### src/rtl/pwd_pkg.sv
// register-space decoder package: window table, own register offsets, carriers, helper functions
// assumes an 11-bit byte-addressed register space and an 8-bit processor data path
package pwd_pkg;

	localparam int ADDR_W  = 11;
	localparam int DATA_W  = 8;
	localparam int NUM_WIN = 11;
	localparam int OFS_W   = 6;
	localparam int CH_W    = 4;
	localparam int PAD_W   = 5;

	// die variants, gray spaced
	typedef enum logic [1:0] {
		PWD_DIE_LARGE = 2'b00,
		PWD_DIE_MID   = 2'b01,
		PWD_DIE_SMALL = 2'b11
	} pwd_die_t;

	// window indices
	localparam int WIN_IIC1       = 0;
	localparam int WIN_ASYNC3     = 1;
	localparam int WIN_ASYNC4     = 2;
	localparam int WIN_SYNC3      = 3;
	localparam int WIN_ASYNC5     = 4;
	localparam int WIN_ASYNC6     = 5;
	localparam int WIN_NET1       = 6;
	localparam int WIN_NET2       = 7;
	localparam int WIN_NET3       = 8;
	localparam int WIN_PORT_INTEG = 9;
	localparam int WIN_FIRST_CONV = 10;

	localparam logic [ADDR_W-1:0] WIN_LO [NUM_WIN] = '{
		11'h0b0, 11'h0b8, 11'h0c0, 11'h0f8, 11'h130, 11'h138,
		11'h180, 11'h1c0, 11'h200, 11'h240, 11'h2c0
	};
	localparam logic [ADDR_W-1:0] WIN_HI [NUM_WIN] = '{
		11'h0b7, 11'h0bf, 11'h0c7, 11'h0ff, 11'h137, 11'h13f,
		11'h1bf, 11'h1ff, 11'h23f, 11'h27f, 11'h2df
	};
	// presence per die: bit0 largest, bit1 middle, bit2 smallest
	localparam logic [2:0] WIN_DIES [NUM_WIN] = '{
		3'h1, 3'h3, 3'h1, 3'h3, 3'h3, 3'h1,
		3'h3, 3'h3, 3'h1, 3'h7, 3'h3
	};

	// own registers
	localparam logic [ADDR_W-1:0] PART_ID_HIGH_OFS = 11'h01a;
	localparam logic [ADDR_W-1:0] PART_ID_LOW_OFS  = 11'h01b;
	localparam logic [ADDR_W-1:0] CONV_CFG_OFS     = 11'h7f0;
	localparam logic [ADDR_W-1:0] DECODE_STAT_OFS  = 11'h7f1;
	localparam logic [DATA_W-1:0] CONV_CFG_RESET   = 8'h00;
	localparam logic [DATA_W-1:0] CONV_CFG_MASK    = 8'h01;
	localparam int                CFG_WRAP_BIT     = 0;

	// converter channel routing
	localparam logic [CH_W-1:0]  WRAP_LAST_CH     = 4'h7;
	localparam logic [CH_W-1:0]  FULL_LAST_CH     = 4'hf;
	localparam logic [CH_W-1:0]  FIRST_LAST_CH    = 4'h7;
	localparam logic [PAD_W-1:0] SECOND_BASE_DUAL = 5'h08;
	localparam logic [PAD_W-1:0] SECOND_BASE_ONE  = 5'h00;

	typedef struct packed {
		logic [ADDR_W-1:0] addr;
		logic [DATA_W-1:0] wdata;
		logic              wr;
		logic              rd;
	} pwd_req_t;

	typedef struct packed {
		logic [NUM_WIN-1:0] sel;
		logic [OFS_W-1:0]   offset;
		logic [DATA_W-1:0]  wdata;
		logic               wr;
		logic               rd;
	} pwd_fwd_t;

	function automatic logic in_range(input logic [ADDR_W-1:0] a, input logic [ADDR_W-1:0] lo,
		input logic [ADDR_W-1:0] hi);
		return (a >= lo) && (a <= hi);
	endfunction

	function automatic logic die_has(input logic [2:0] m, input pwd_die_t d);
		logic r;
		r = 1'b0;
		case (d)
			PWD_DIE_LARGE: r = m[0];
			PWD_DIE_MID:   r = m[1];
			PWD_DIE_SMALL: r = m[2];
			default:       r = 1'b0;
		endcase
		return r;
	endfunction

	function automatic logic [CH_W-1:0] next_ch(input logic [CH_W-1:0] ch, input logic [CH_W-1:0] last);
		return (ch >= last) ? '0 : CH_W'(ch + 4'h1);
	endfunction

endpackage

### src/rtl/pwd_decode.sv
// register-space decoder: window selects, own registers, converter channel routing
// assumes one clock, synchronous bus strobes, peripherals answering reads combinationally from the bus address
//
// Functional notes
// unallocated space: writes ignored, reads zero
// part id high 0x001A, low 0x001B, read-only
// wrap setting limits second converter to channels 0-7
// third async window on largest and middle dies
// fourth async window on largest die only
// fifth async window on largest and middle dies
// sixth async window on largest die only
// third sync window on largest and middle dies
// port integration window decoded on every die
// dual converter: first PAD7-0, second PAD23-8
// single converter: second on PAD15-0, first absent
// masters avoid reserved locations
// at most one select, none outside windows
//
// Added by the designer: the address-and-strobe port.
`timescale 1ns/1ps
module pwd_decode #(
	parameter logic [15:0] ID_LARGE = 16'h5a01, // arbitrary value
	parameter logic [15:0] ID_MID   = 16'h5a02, // arbitrary value
	parameter logic [15:0] ID_SMALL = 16'h5a03  // arbitrary value
) (
	input  logic                                             clk,
	input  logic                                             rst_n,
	input  logic [1:0]                                       die_strap,
	input  pwd_pkg::pwd_req_t                                bus,
	input  logic [pwd_pkg::NUM_WIN-1:0][pwd_pkg::DATA_W-1:0] periph_rdata,
	input  logic                                             first_conv_step,
	input  logic                                             second_conv_step,
	output logic [pwd_pkg::DATA_W-1:0]                       rdata,
	output pwd_pkg::pwd_fwd_t                                fwd,
	output logic                                             first_conv_en,
	output logic [pwd_pkg::PAD_W-1:0]                        first_conv_pad,
	output logic [pwd_pkg::PAD_W-1:0]                        second_conv_pad,
	output logic [1:0]                                       die_code
);

	pwd_pkg::pwd_die_t                die;
	logic                             die_valid;
	logic [pwd_pkg::NUM_WIN-1:0]      hit;
	logic                             dual;
	logic [15:0]                      part_id;
	logic                             own_hit;
	logic                             cfg_wr;
	logic [pwd_pkg::DATA_W-1:0]       conv_cfg;
	logic [pwd_pkg::CH_W-1:0]         first_ch;
	logic [pwd_pkg::CH_W-1:0]         second_ch;
	logic [pwd_pkg::CH_W-1:0]         next_first_ch;
	logic [pwd_pkg::CH_W-1:0]         next_second_ch;
	logic [pwd_pkg::CH_W-1:0]         second_last;
	logic [pwd_pkg::PAD_W-1:0]        second_base;
	logic [pwd_pkg::OFS_W-1:0]        next_offset;
	logic [pwd_pkg::DATA_W-1:0]       next_rdata;
	logic [pwd_pkg::DATA_W-1:0]       decode_stat;

	// die strap caught once, right after reset release
	always_ff @(posedge clk or negedge rst_n) begin
		if (!rst_n) begin
			die       <= pwd_pkg::PWD_DIE_LARGE;
			die_valid <= 1'b0;
		end else if (!die_valid) begin
			die       <= pwd_pkg::pwd_die_t'(die_strap);
			die_valid <= 1'b1;
		end
	end

	always_ff @(posedge clk or negedge rst_n) begin
		if (!rst_n) begin
			die_code <= 2'h0;
		end else begin
			die_code <= die;
		end
	end

	assign dual = (die != pwd_pkg::PWD_DIE_SMALL);

	always_comb begin
		case (die)
			pwd_pkg::PWD_DIE_LARGE: part_id = ID_LARGE;
			pwd_pkg::PWD_DIE_MID:   part_id = ID_MID;
			pwd_pkg::PWD_DIE_SMALL: part_id = ID_SMALL;
			default:                part_id = ID_LARGE;
		endcase
	end

	pwd_window_match u_match (
		.addr (bus.addr),
		.die  (die),
		.hit  (hit)
	);

	assign own_hit = (bus.addr == pwd_pkg::PART_ID_HIGH_OFS) || (bus.addr == pwd_pkg::PART_ID_LOW_OFS) ||
		(bus.addr == pwd_pkg::CONV_CFG_OFS) || (bus.addr == pwd_pkg::DECODE_STAT_OFS);

	// offset within the hit window
	always_comb begin
		next_offset = '0;
		for (int i = 0; i < pwd_pkg::NUM_WIN; i++) begin
			if (hit[i]) begin
				next_offset = pwd_pkg::OFS_W'(bus.addr - pwd_pkg::WIN_LO[i]);
			end
		end
	end

	// forwarded access toward the selected peripheral, one cycle after the request
	always_ff @(posedge clk or negedge rst_n) begin
		if (!rst_n) begin
			fwd <= '0;
		end else begin
			fwd.sel    <= (bus.wr || bus.rd) ? hit : '0;
			fwd.wr     <= bus.wr && (|hit);
			fwd.rd     <= bus.rd && (|hit);
			fwd.offset <= next_offset;
			fwd.wdata  <= bus.wdata;
		end
	end

	// converter configuration, wrap bit only
	assign cfg_wr = bus.wr && (bus.addr == pwd_pkg::CONV_CFG_OFS);

	always_ff @(posedge clk or negedge rst_n) begin
		if (!rst_n) begin
			conv_cfg <= pwd_pkg::CONV_CFG_RESET;
		end else if (cfg_wr) begin
			conv_cfg <= bus.wdata & pwd_pkg::CONV_CFG_MASK;
		end
	end

	assign decode_stat = {second_ch, 1'b0, dual, die};

	// read mux: own registers, populated windows, zero elsewhere
	always_comb begin
		next_rdata = '0;
		if (bus.rd) begin
			if (bus.addr == pwd_pkg::PART_ID_HIGH_OFS) begin
				next_rdata = part_id[15:8];
			end else if (bus.addr == pwd_pkg::PART_ID_LOW_OFS) begin
				next_rdata = part_id[7:0];
			end else if (bus.addr == pwd_pkg::CONV_CFG_OFS) begin
				next_rdata = conv_cfg;
			end else if (bus.addr == pwd_pkg::DECODE_STAT_OFS) begin
				next_rdata = decode_stat;
			end else begin
				for (int i = 0; i < pwd_pkg::NUM_WIN; i++) begin
					if (hit[i]) begin
						next_rdata = periph_rdata[i];
					end
				end
			end
		end
	end

	// read data stands only in the cycle after the read strobe
	always_ff @(posedge clk or negedge rst_n) begin
		if (!rst_n) begin
			rdata <= '0;
		end else begin
			rdata <= next_rdata;
		end
	end

	// first converter channel sequence, present on dual-converter dies only
	always_comb begin
		next_first_ch = first_ch;
		if (!dual) begin
			next_first_ch = '0;
		end else if (first_conv_step) begin
			next_first_ch = pwd_pkg::next_ch(first_ch, pwd_pkg::FIRST_LAST_CH);
		end
	end

	always_ff @(posedge clk or negedge rst_n) begin
		if (!rst_n) begin
			first_ch       <= '0;
			first_conv_pad <= '0;
			first_conv_en  <= 1'b0;
		end else begin
			first_ch       <= next_first_ch;
			first_conv_pad <= {1'b0, next_first_ch};
			first_conv_en  <= dual;
		end
	end

	// second converter channel sequence, wrap setting folds it to eight channels
	assign second_last = conv_cfg[pwd_pkg::CFG_WRAP_BIT] ? pwd_pkg::WRAP_LAST_CH : pwd_pkg::FULL_LAST_CH;
	assign second_base = dual ? pwd_pkg::SECOND_BASE_DUAL : pwd_pkg::SECOND_BASE_ONE;

	always_comb begin
		next_second_ch = second_ch;
		if (cfg_wr) begin
			next_second_ch = '0;
		end else if (second_conv_step) begin
			next_second_ch = pwd_pkg::next_ch(second_ch, second_last);
		end
	end

	always_ff @(posedge clk or negedge rst_n) begin
		if (!rst_n) begin
			second_ch       <= '0;
			second_conv_pad <= '0;
		end else begin
			second_ch       <= next_second_ch;
			second_conv_pad <= pwd_pkg::PAD_W'(second_base + {1'b0, next_second_ch});
		end
	end
endmodule // pwd_decode

### src/rtl/pwd_window_match.sv
// window match: one hit bit for each peripheral window populated on the given die
// assumes a stable die code and a byte address from the processor bus
`timescale 1ns/1ps
module pwd_window_match (
	input  logic [pwd_pkg::ADDR_W-1:0]  addr,
	input  pwd_pkg::pwd_die_t           die,
	output logic [pwd_pkg::NUM_WIN-1:0] hit
);

	always_comb begin
		hit = '0;
		for (int i = 0; i < pwd_pkg::NUM_WIN; i++) begin
			// windows never overlap, so at most one bit is set
			hit[i] = pwd_pkg::in_range(addr, pwd_pkg::WIN_LO[i], pwd_pkg::WIN_HI[i]) &&
				pwd_pkg::die_has(pwd_pkg::WIN_DIES[i], die);
		end
	end

endmodule // pwd_window_match

### config.mk
export PLATFORM = sky130hd
export DESIGN_NAME = pwd_decode
export DESIGN_NICKNAME = d
export VERILOG_FILES = /design/src/rtl/pwd_pkg.sv /design/src/rtl/pwd_decode.sv /design/src/rtl/pwd_window_match.sv
export SDC_FILE = /design/constraint.sdc
export NUM_CORES = 1
export LEC_CHECK = 0
export ABC_CLOCK_PERIOD_IN_PS = 2400
export BUFFER_PORTS_ARGS = -buffer_cell sky130_fd_sc_hd__buf_4
export CAP_MARGIN = 20
export CORE_MARGIN = 5
export CORE_UTILIZATION = 40
export DETAILED_ROUTE_END_ITERATION = 12
export GPL_TIMING_DRIVEN = 0
export PLACE_DENSITY = 0.71
export SYNTH_ARGS = -nofsm -noshare
export SYNTH_HDL_FRONTEND = slang
export SYNTH_SLANG_ARGS = --single-unit
### constraint.sdc
create_clock -name clk -period 2.4 [get_ports clk]
set_input_delay 0.12 -clock clk [delete_from_list [all_inputs] [get_ports clk]]
set_output_delay 0.12 -clock clk [all_outputs]
set_load 0.005 [all_outputs]
==> results of run 1 <==
## repair_timing
item / CTS / global route
hold endpoints to repair: 60 / 0
buffers inserted: 6 / 2
pin swaps: 8 / 5
hold buffers: 9 / 0
gates resized for setup: 15 / 15
setup endpoints to repair: 12 / 12
## state kept, by name, summed over array words and instances (netlist names), 2 cells and up
register         cells
die                  2
die_code             2
first_conv_pad       4
fwd                 27
rdata                8
second_ch            4
second_conv_pad      2
## layer usage
layer / track usage, % / vias up / part of all wire [%]
li1: - / 1771 / -
met1: 31.6 / 1829 / 40
met2: 39.8 / 197 / 48
met3: 5.19 / 23 / 10
met4: 8.18 / 0 / 2.3
met5: 0 / - / 0
## cell families (layout without fill, tap and decap cells)
kind of cell | Yosys count | count (layout) | synth area share, %
AO/OA/AOI/OAI | 115 | 115 | 26.2
adder cells (fa/ha/maj) | 10 | 10 | 3.77
buffers and inverters | 38 | 220 | 4.94
flip-flops | 52 | 52 | 39.2
multiplexers | 6 | 6 | 2.11
other | 2 | 2 | 0.226
AND/OR/NAND/NOR | 145 | 145 | 23.5
## how the worst min path moves through the flow
stage                                     to         start
2_1_floorplan        conv_cfg[0]$_DFFE_PN0P_         rst_n
3_3_place_gp   first_conv_pad[2]$_DFFE_PN0P_         rst_n
3_5_place_dp   first_conv_pad[2]$_DFFE_PN0P_         rst_n
4_1_cts                   die[0]$_DFFE_PN0N_  die_strap[0]
5_1_grt                   die[0]$_DFFE_PN0N_  die_strap[0]
6_report                  die[0]$_DFFE_PN0N_  die_strap[0]
## final cells by class
| cell class | instances | area share (%) |
|---|---|---|
| multi-input combinational | 278 | 39.1 |
| timing repair buffer | 178 | 26.9 |
| sequential | 52 | 25.8 |
| tap | 105 | 2.60 |
| buffer | 24 | 2.45 |
| clock buffer | 6 | 1.64 |
| clock inverter | 2 | 0.769 |
| inverter | 10 | 0.744 |
## critical path, stage by stage (launching register included)
cell and delay (ns):
dfrtp_1 0.42, buf_6 0.14, or4_4 0.44, a2111oi_4 0.19
buf_4 0.20, a221oi_2 0.08, a2111oi_2 0.46, o31ai_1 0.17
a21oi_1 0.21
## cells in the final DEF, fill, tap and decap left out, types with 3 or more instances in the layout
cell,netlist,final
buf_4,4,173
dfrtp_1,52,52
nor2_1,33,32
a21oi_1,29,28
nand2_1,22,22
nor3_1,20,19
nand3_1,15,15
clkbuf_1,19,12
o2111ai_1,11,11
inv_1,10,10
ha_1,10,10
dlygate4sd3_1,0,9
o22ai_1,8,8
and2_1,8,7
o21ai_0,7,7
nand4_1,6,6
nor4_1,6,6
nor2b_1,6,6
clkbuf_8,0,6
and3_1,6,5
nand2b_1,5,5
buf_2,5,5
o211ai_1,5,5
a32oi_1,5,5
o31ai_1,6,4
o221ai_1,4,4
mux2_2,4,4
o32ai_1,4,4
a2111oi_4,1,3
a221oi_2,1,3
a2111oi_2,1,3
## per-stage QoR
stage	instance area [µm²]	worst slack (ns)	setup TNS (ns)	hold WS (ns)	total power [µW]
floorplan	3320	0.143	0	-0.176	1300
global placement	4660	-0.440	-3.43	0.185	1660
detailed placement	4660	-0.443	-3.58	0.193	1680
CTS	4950	0.00587	0	0.0402	2330
global route	5050	-0.0866	-0.267	0.0401	2460
finish	5050	-0.00323	-0.00323	0.0465	2330
## power groups by stage
stage / registers, µW / logic [µW] / clock network (µW)
global route: 1050 / 723 / 678
global placement: 1050 / 611 / 0
finish: 1040 / 660 / 637
CTS: 1040 / 650 / 646
detailed placement: 1050 / 629 / 0
floorplan: 1040 / 258 / 0
==> results.yml, run 1 <==
status:
  status: "complete, but fails checks"
  violations: "setup timing"
floorplan:
  die_area_mm2: 0.0102
  die_h_um: 101
  fp-row-count: 33
  core_mm2: 0.00813
  io_pins: 163
  start_util_pct: 40.8
  fp.dieW_um: 101
setup_path:
  worstSetupStartpointType: "register"
  r2r_cells: 8
  worstSetupPathType: "reg -> reg"
  cp-end-kind: "register"
  r2r-end: "rdata[6]$_DFF_PN0_"
  r2r-start: "die[1]$_DFFE_PN0N_"
  endpoint: "rdata[6]$_DFF_PN0_"
  rrSetupSlack_ns: -0.003
  critPathLaunch: "die[1]$_DFFE_PN0N_"
  crit_arrival_ns: 2.62
  crit_required_ns: 2.62
  worst-path-max-fanout: 6
global_routing:
  grt_max_degree: 53
  grt_pass1_vias: 3819
  grtUsageTotal_pct: 24.3
  grt_pass1_wl_mm: 19.5
  antenna_found_initial: 0
  overflow: 0
sta:
  max_freq_mhz: 416
  layout_setup_ws_ns: -0.00323
  tightest_slew_ns: 0.784
  period_minus_slack_ns: 2.40
  finalHoldViolations: 0
  slew_violations: 0
  rsz0062_at_grt: "true"
  finClkSkew_ns: 0.00427
  min_period_over_period_pct: 100
  max_slew_margin_pct: 47.4
  setup_violations: 1
clock_tree:
  cts_buffers: 5
  clock_latency_ns: 0.30
  cts.clk_slew.worst_paths_ns: 0.10
  htreeDepth: 2
  cts_root_buf: "clkbuf_8"
  cts_tree: "done"
  cts_sinks: 52
  clk_path_buf_depth: 2
layout:
  n_antenna_cell: 0
  regArea_mm2: 0.00130
  fin_util_pct: 62.0
  fillers: 746
  area_growth_pct: 52.0
  multiInputGateArea_mm2: 0.00197
  final_nets: 674
  drive_above_1_share_pct: 40.9
  final_cells: 655
logic_synthesis:
  synth.top_cell.area_share_pct: 39.2
  synth_top_cell_by_area: "dfrtp_1"
  yosys_warnings: 0
  yosysMostFrequentCell: "dfrtp_1"
  syn_nets: 493
  synth_common_cells: "52 x dfrtp_1, 33 x nor2_1, 29 x a21oi_1"
  synth_area_mm2: 0.00332
  yosysSeqAreaShare_pct: 39.2
  synth_area_leaders: "dfrtp_1 39%, a21oi_1 4.4%, ha_1 3.8%"
  syn_area_per_cell_um2: 9.02
  synth.distinct_cells: 67
  synth_edf_count: 0
  synthCells: 368
  synthArstFlopShare_pct: 100
  synth-seq-cells: 52
  synth_ff_type: "dfrtp_1"
pwr:
  power_density_mw_per_mm2: 463
  clockPowerShare_pct: 27.3
  intPower_uw: 1670
  p_comb_share_pct: 28.3
  p_leak_uw: 0.00237
  p_sw_uw: 661
  swShare_pct: 28.3
  irDropWorstVdd_mv: 0.200
  seqPwrFrac_pct: 44.4
routing:
  num_vias: 3820
  dr.pass1.iters: 4
  drc: 0
  wl_per_cell_um: 19.2
  drtIter0Drc: 188
  ant_nets: 0
  routed_via_density: 5.83
  wl_mm: 12.6
placed_design:
  port_buffers: 161
  gp_congestion: 0.982
  dpl.cell_count: 634
  dp_hpwl_mm: 10.0
hold_path:
  holdPathStages: 2
  hold_path_class: "in -> reg"
flow_run:
  drv_cap: 0
Power figures use the tool's default switching activity.
==> run 2: changes to the inputs <==
--- a/config.mk
+++ b/config.mk
@@ -8,6 +8,7 @@
 export ABC_CLOCK_PERIOD_IN_PS = 2400
 export BUFFER_PORTS_ARGS = -buffer_cell sky130_fd_sc_hd__buf_4
 export CAP_MARGIN = 20
+export CORE_ASPECT_RATIO = 0.75
 export CORE_MARGIN = 5
 export CORE_UTILIZATION = 40
 export DETAILED_ROUTE_END_ITERATION = 12
==> run 2 against run 1 <==
Against the previous run:
- the run now ends clean
- setup slack improved by 0.079 ns
- non-clock buffer count decreased by 2
- total power is 3.6% lower
- critical endpoint unchanged
- largest cell class unchanged
- largest power group unchanged
==> results.yml, run 2 (synthesized netlist as in run 1, its figures left out) <==
pwr:
  power_density_mw_per_mm2: 452
  intPower_uw: 1550
  swShare_pct: 31.2
  p_leak_uw: 0.00235
  p_sw_uw: 703
  p_comb_share_pct: 29.3
  seqPwrFrac_pct: 46.0
  irDropWorstVdd_mv: 0.284
  clockPowerShare_pct: 24.7
  total_power_uw: 2250
setup_path:
  crit_arrival_ns: 2.53
  worstSetupPathType: "reg -> reg"
  max_stage_delay_ns: 0.56
  r2r-end: "rdata[6]$_DFF_PN0_"
  worst-path-max-fanout: 10
  r2r_cells: 8
  worstSetupStartpointType: "register"
  cp_cell_sequence: "or4b_4 -> a311o_1 -> clkbuf_1 -> clkbuf_4 -> o22ai_1 -> nor4_1 -> o31ai_1 -> a21oi_1"
  cp-end-kind: "register"
  r2r-start: "die[1]$_DFFE_PN0N_"
  rrSetupSlack_ns: 0.08
  cpMaxStageDelayCell: "or4b_4"
  crit_required_ns: 2.60
routing:
  drc: 0
  wl_mm: 13.1
  ant_nets: 0
  routed_via_density: 5.97
  wl_per_cell_um: 20.1
  drtIter0Drc: 364
  num_vias: 3901
  dr.pass1.iters: 5
hold_path:
  holdPathStages: 2
  hold_start: "die_strap[0]"
  min_delay_worst_endpoint: "die[0]$_DFFE_PN0N_"
  hold_path_class: "in -> reg"
floorplan:
  start_util_pct: 41.6
  fp-row-count: 28
  die_area_mm2: 0.0102
  io_pins: 163
  core_mm2: 0.00799
  fp.dieW_um: 115
  die_h_um: 88.9
sta:
  fin_tns_setup_ns: 0
  finalHoldViolations: 0
  tightest_slew_ns: 0.914
  setup_violations: 0
  finClkSkew_ns: 0.00969
  max_slew_margin_pct: 39.1
  layout_setup_ws_ns: 0.0758
  rsz0062_at_grt: "true"
  slew_violations: 0
  min_period_over_period_pct: 96.8
  period_minus_slack_ns: 2.32
  max_freq_mhz: 430
global_routing:
  grt_pass1_wl_mm: 19.1
  grt_max_degree: 53
  overflow: 0
  antenna_found_initial: 0
  grtUsageTotal_pct: 24.0
  grt_pass1_vias: 3636
placed_design:
  post-place-ws_ns: -0.646
  port_buffers: 161
  gp_congestion: 0.940
  dp_hpwl_mm: 10.0
  dpl.cell_count: 634
layout:
  most-common-layout-cells: "170 x buf_4, 52 x dfrtp_1, 32 x nor2_1, 29 x a21oi_1, 22 x nand2_1"
  n_antenna_cell: 0
  reg_top3: "fwd (27), rdata (8)"
  final_common_cell: "buf_4"
  largest_register_ffs: 27
  area_growth_pct: 49.9
  final_nets: 672
  regMostFlops: "fwd"
  drive_above_1_share_pct: 39.6
  final_cells: 653
status:
  status: "finished, final reports clean"
clock_tree:
  cts_tree: "done"
  cts_root_buf: "clkbuf_8"
  htreeDepth: 2
  cts_buffers: 5
  clk_path_buf_depth: 2
  cts.clk_slew.worst_paths_ns: 0.11
  clock_latency_ns: 0.32
  cts_sinks: 52
flow_run:
  drv_cap: 0
-- run 2: per-stage QoR --
| step | util [%] | hold slack, ns | instance area (µm²) |
|---|---|---|---|
| after floorplan | - | -0.176 | 3320 |
| after global placement | 58.3 | 0.181 | 4660 |
| after detailed placement | 58.3 | 0.195 | 4660 |
| after CTS | 61.5 | 0.0342 | 4910 |
| after global routing | 62.3 | 0.0277 | 4980 |
| final | 62.3 | 0.0350 | 4980 |
-- run 2: final cells by class --
cell class                 instances  area (µm²)
fill                             697        3010
multi-input combinational        278        1930
timing repair buffer             176        1350
sequential                        52        1300
tap                              105         131
buffer                            24         126
clock buffer                       5        68.8
inverter                          10        37.5
clock inverter                     3        33.8
-- run 2: worst max-delay path, delay by kind of cell (launching register included) --
kind	cells	cell delay, ns
AOI/OAI and AO/OA	4	0.66
buffers and inverters	2	0.49
and+or+nand+nor	2	0.63
DFF	1	0.42
-- run 2: timing repair --
action                                 in CTS  in global routing
endpoints found under the hold margin      60                  0
pin swaps                                   6                  1
setup buffers                               4                  2
hold buffers                                9                  0
setup endpoints to repair                  12                 12
gates resized for setup                    13                 13
-- run 2: how the worst max path moves through the flow --
| stage | from | end | slack, ns | cells past startpoint |
|---|---|---|---|---|
| finish | die[1]$_DFFE_PN0N_ | rdata[6]$_DFF_PN0_ | 0.08 | 8 |
| global route | die[1]$_DFFE_PN0N_ | rdata[2]$_DFF_PN0_ | -0.07 | 8 |
| CTS | die[1]$_DFFE_PN0N_ | rdata[3]$_DFF_PN0_ | -0.008 | 8 |
| detailed placement | die[1]$_DFFE_PN0N_ | rdata[3]$_DFF_PN0_ | -0.65 | 7 |
| global placement | die[1]$_DFFE_PN0N_ | rdata[3]$_DFF_PN0_ | -0.64 | 7 |
| floorplan | die[1]$_DFFE_PN0N_ | rdata[2]$_DFF_PN0_ | 0.14 | 7 |
-- run 2: power by group through the flow --
| stage | Combinational [µW] | Clock, µW | Sequential (µW) |
|---|---|---|---|
| floorplan | 258 | 0 | 1040 |
| global placement | 610 | 0 | 1050 |
| detailed placement | 631 | 0 | 1050 |
| CTS | 649 | 571 | 1030 |
| global route | 718 | 605 | 1050 |
| finish | 659 | 556 | 1040 |
-- run 2: per-layer routing --
metal	vias up	global-route usage [%]	wire length (µm)
met3	24	4.87	1270
met4	0	5.22	249
met5	-	0	0
met1	1880	33.9	5480
li1	1772	-	-
met2	225	38.7	6130
==> run 3: changes to the inputs <==
--- a/config.mk
+++ b/config.mk
@@ -13,7 +13,8 @@
 export CORE_UTILIZATION = 40
 export DETAILED_ROUTE_END_ITERATION = 12
 export GPL_TIMING_DRIVEN = 0
-export PLACE_DENSITY = 0.71
+export PLACE_DENSITY = 0.72
 export SYNTH_ARGS = -nofsm -noshare
 export SYNTH_HDL_FRONTEND = slang
+export SYNTH_HIERARCHICAL = 1
 export SYNTH_SLANG_ARGS = --single-unit
==> run 3 against run 2 <==
Against the previous run:
- the run now ends with setup timing left
- count of clock-buffer cells in the layout stayed put
- total power hardly changed
- routed wire length is 6.2% lower
- cell count is 1.7% lower
- register-to-register slack worse by 0.21 ns
- synthesized cell count is 6.8% lower
- design area is 2.6% higher
- largest cell class unchanged
==> results.yml, run 3 <==
status:
  status: "complete, but fails checks"
  violations: "setup timing"
routing:
  drc: 0
  ant_nets: 0
  dr.pass1.iters: 6
  wl_mm: 12.3
  num_vias: 3591
  drtIter0Drc: 188
  wl_per_cell_um: 19.2
  routed_via_density: 5.59
hold_path:
  hold_path_class: "in -> reg"
layout:
  design_area_mm2: 0.00511
  drive_above_1_share_pct: 47.9
  area_growth_pct: 64.0
  n_antenna_cell: 0
  final_nets: 662
  fillers: 629
  regMostFlops: "fwd"
  fin_util_pct: 68.4
  reg_top3: "fwd (27), rdata (8)"
  most-common-layout-cells: "187 x buf_4, 51 x dfrtp_1, 27 x a21oi_1, 25 x nor2_1, 21 x inv_1"
  final_common_cell: "buf_4"
  largest_register_ffs: 27
global_routing:
  grtUsageTotal_pct: 24.8
  grt_pass1_wl_mm: 19.1
  overflow: 0
  grt_pass1_vias: 3659
  grt_max_degree: 53
  antenna_found_initial: 0
logic_synthesis:
  synth_edf_count: 0
  synth.distinct_cells: 61
  synth_ff_type: "dfrtp_1"
  synthCells: 343
  syn_nets: 465
  synth_area_leaders: "dfrtp_1 42%, a221oi_1 4.5%, a21oi_1 4.3%"
  yosysMostFrequentCell: "dfrtp_1"
  synthArstFlopShare_pct: 100
  synth_top_cell_by_area: "dfrtp_1"
  syn_area_per_cell_um2: 9.08
  synth-seq-cells: 52
  synth.top_cell.area_share_pct: 41.8
  yosysSeqAreaShare_pct: 41.8
  synth_area_mm2: 0.00311
  yosys_warnings: 6
  synth_common_cells: "52 x dfrtp_1, 27 x a21oi_1, 25 x nor2_1"
placed_design:
  post-place-ws_ns: -0.600
  port_buffers: 160
  dp_hpwl_mm: 9.34
  placed_cell_area_mm2: 0.00445
  gp_congestion: 0.932
sta:
  period_minus_slack_ns: 2.54
  tightest_slew_ns: 0.659
  max_slew_margin_pct: 56.1
  min_period_over_period_pct: 106
  finalHoldViolations: 0
  rsz0062_at_grt: "true"
  slew_violations: 0
  setup_violations: 8
  fin_tns_setup_ns: -0.745
  max_freq_mhz: 394
  finClkSkew_ns: 0.0135
  layout_setup_ws_ns: -0.137
setup_path:
  worstSetupStartpointType: "register"
  crit_buf_inv: 2
  worst-path-max-fanout: 6
  crit_arrival_ns: 2.73
  crit_family: "simple AND/OR/NAND/NOR gates"
  cp_cell_sequence: "or4b_4 -> nor3_4 -> nor2b_2 -> buf_6 -> buf_4 -> a221oi_4 -> nor3_2 -> o21bai_1 -> a31oi_1"
  cp-end-kind: "register"
  crit_required_ns: 2.59
  worstSetupPathType: "reg -> reg"
  max_stage_delay_ns: 0.65
  cpMaxStageDelayCell: "or4b_4"
floorplan:
  start_util_pct: 41.7
  die_area_mm2: 0.00967
  core_mm2: 0.00747
  fp-row-count: 27
  fp.dieW_um: 112
  die_h_um: 86.4
  io_pins: 163
pwr:
  power_density_mw_per_mm2: 441
  total_power_uw: 2250
  swShare_pct: 28.7
  p_comb_share_pct: 25.9
  intPower_uw: 1610
  clockPowerShare_pct: 28.7
  seqPwrFrac_pct: 45.4
  irDropWorstVdd_mv: 0.279
  p_leak_uw: 0.00250
  p_sw_uw: 646
flow_run:
  drv_cap: 0
clock_tree:
  cts_sinks: 52
  cts_root_buf: "clkbuf_8"
  htreeDepth: 2
  clk_path_buf_depth: 2
  clock_latency_ns: 0.32
  cts_tree: "done"
  cts.clk_slew.worst_paths_ns: 0.11
  cts_buffers: 5
[run 3: final cells by class]
| type | count | area, µm² | area share, % |
|---|---|---|---|
| plain buffers | 19 | 138 | 2.70 |
| clock buffers | 5 | 68.8 | 1.35 |
| clock inverters | 3 | 46.3 | 0.907 |
| inverters | 24 | 93.8 | 1.84 |
| multi-input cells | 246 | 1870 | 36.7 |
| flip-flops and latches | 52 | 1300 | 25.5 |
| well taps | 101 | 126 | 2.47 |
| repair buffers | 192 | 1460 | 28.5 |
[run 3: metrics by stage]
stage,instances,hold slack (ns)
detailed placement,605,0.198
floorplan,343,-0.176
global route,642,0.0348
global placement,604,0.186
CTS,636,0.0279
finish,642,0.0220
[run 3: worst paths after layout]
check / startpoint / end / slack (ns) / cells after the start
setup / recovery: die[1]$_DFFE_PN0N_ / rdata[0]$_DFF_PN0_ / -0.14 / 9
hold / removal: die_strap[0] / die[0]$_DFFE_PN0N_ / 0.02 / 2
hold reg to reg: die[0]$_DFFE_PN0N_ / die_code[0]$_DFF_PN0_ / 0.49 / 0
setup reg to reg: die[1]$_DFFE_PN0N_ / rdata[0]$_DFF_PN0_ / -0.14 / 9
max in group asynchronous: rst_n / die[1]$_DFFE_PN0N_ / 1.56 / 2
min in group asynchronous: rst_n / fwd[23]$_DFF_PN0_ / 0.37 / 2
[run 3: repair_timing]
action,CTS,global route
hold buffers,9,0
pin swaps,12,16
gates resized for setup,47,25
buffers inserted,15,6
cloned,0,1
setup endpoints to repair,16,16
hold endpoints to repair,60,0
[run 3: cell families (layout without fill, tap and decap cells)]
group / after synthesis / in the layout / synth area share (%)
and+or+nand+nor: 126 / 126 / 23.9
AOI/OAI and AO/OA: 107 / 107 / 23.4
DFF: 52 / 52 / 41.8
buffers and inverters: 45 / 243 / 6.43
adders and majority gates: 7 / 7 / 2.81
muxes: 4 / 4 / 1.45
other: 2 / 2 / 0.241
[run 3: power groups by stage]
stage               Clock [µW]  Combinational (µW)  Sequential, µW
finish                     647                 583            1020
global route               684                 645            1040
CTS                        652                 573            1020
global placement             0                 516            1040
floorplan                    0                 202            1030
detailed placement           0                 532            1040
[run 3: routing by layer]
metal	routed length, µm	up-vias	share of wire [%]	GRT usage, %
li1	-	1670	-	-
met2	5670	205	46	39.9
met1	5000	1689	41	31.9
met5	0	-	0	0
met3	1440	27	12	8.93
met4	210	0	1.7	6.19
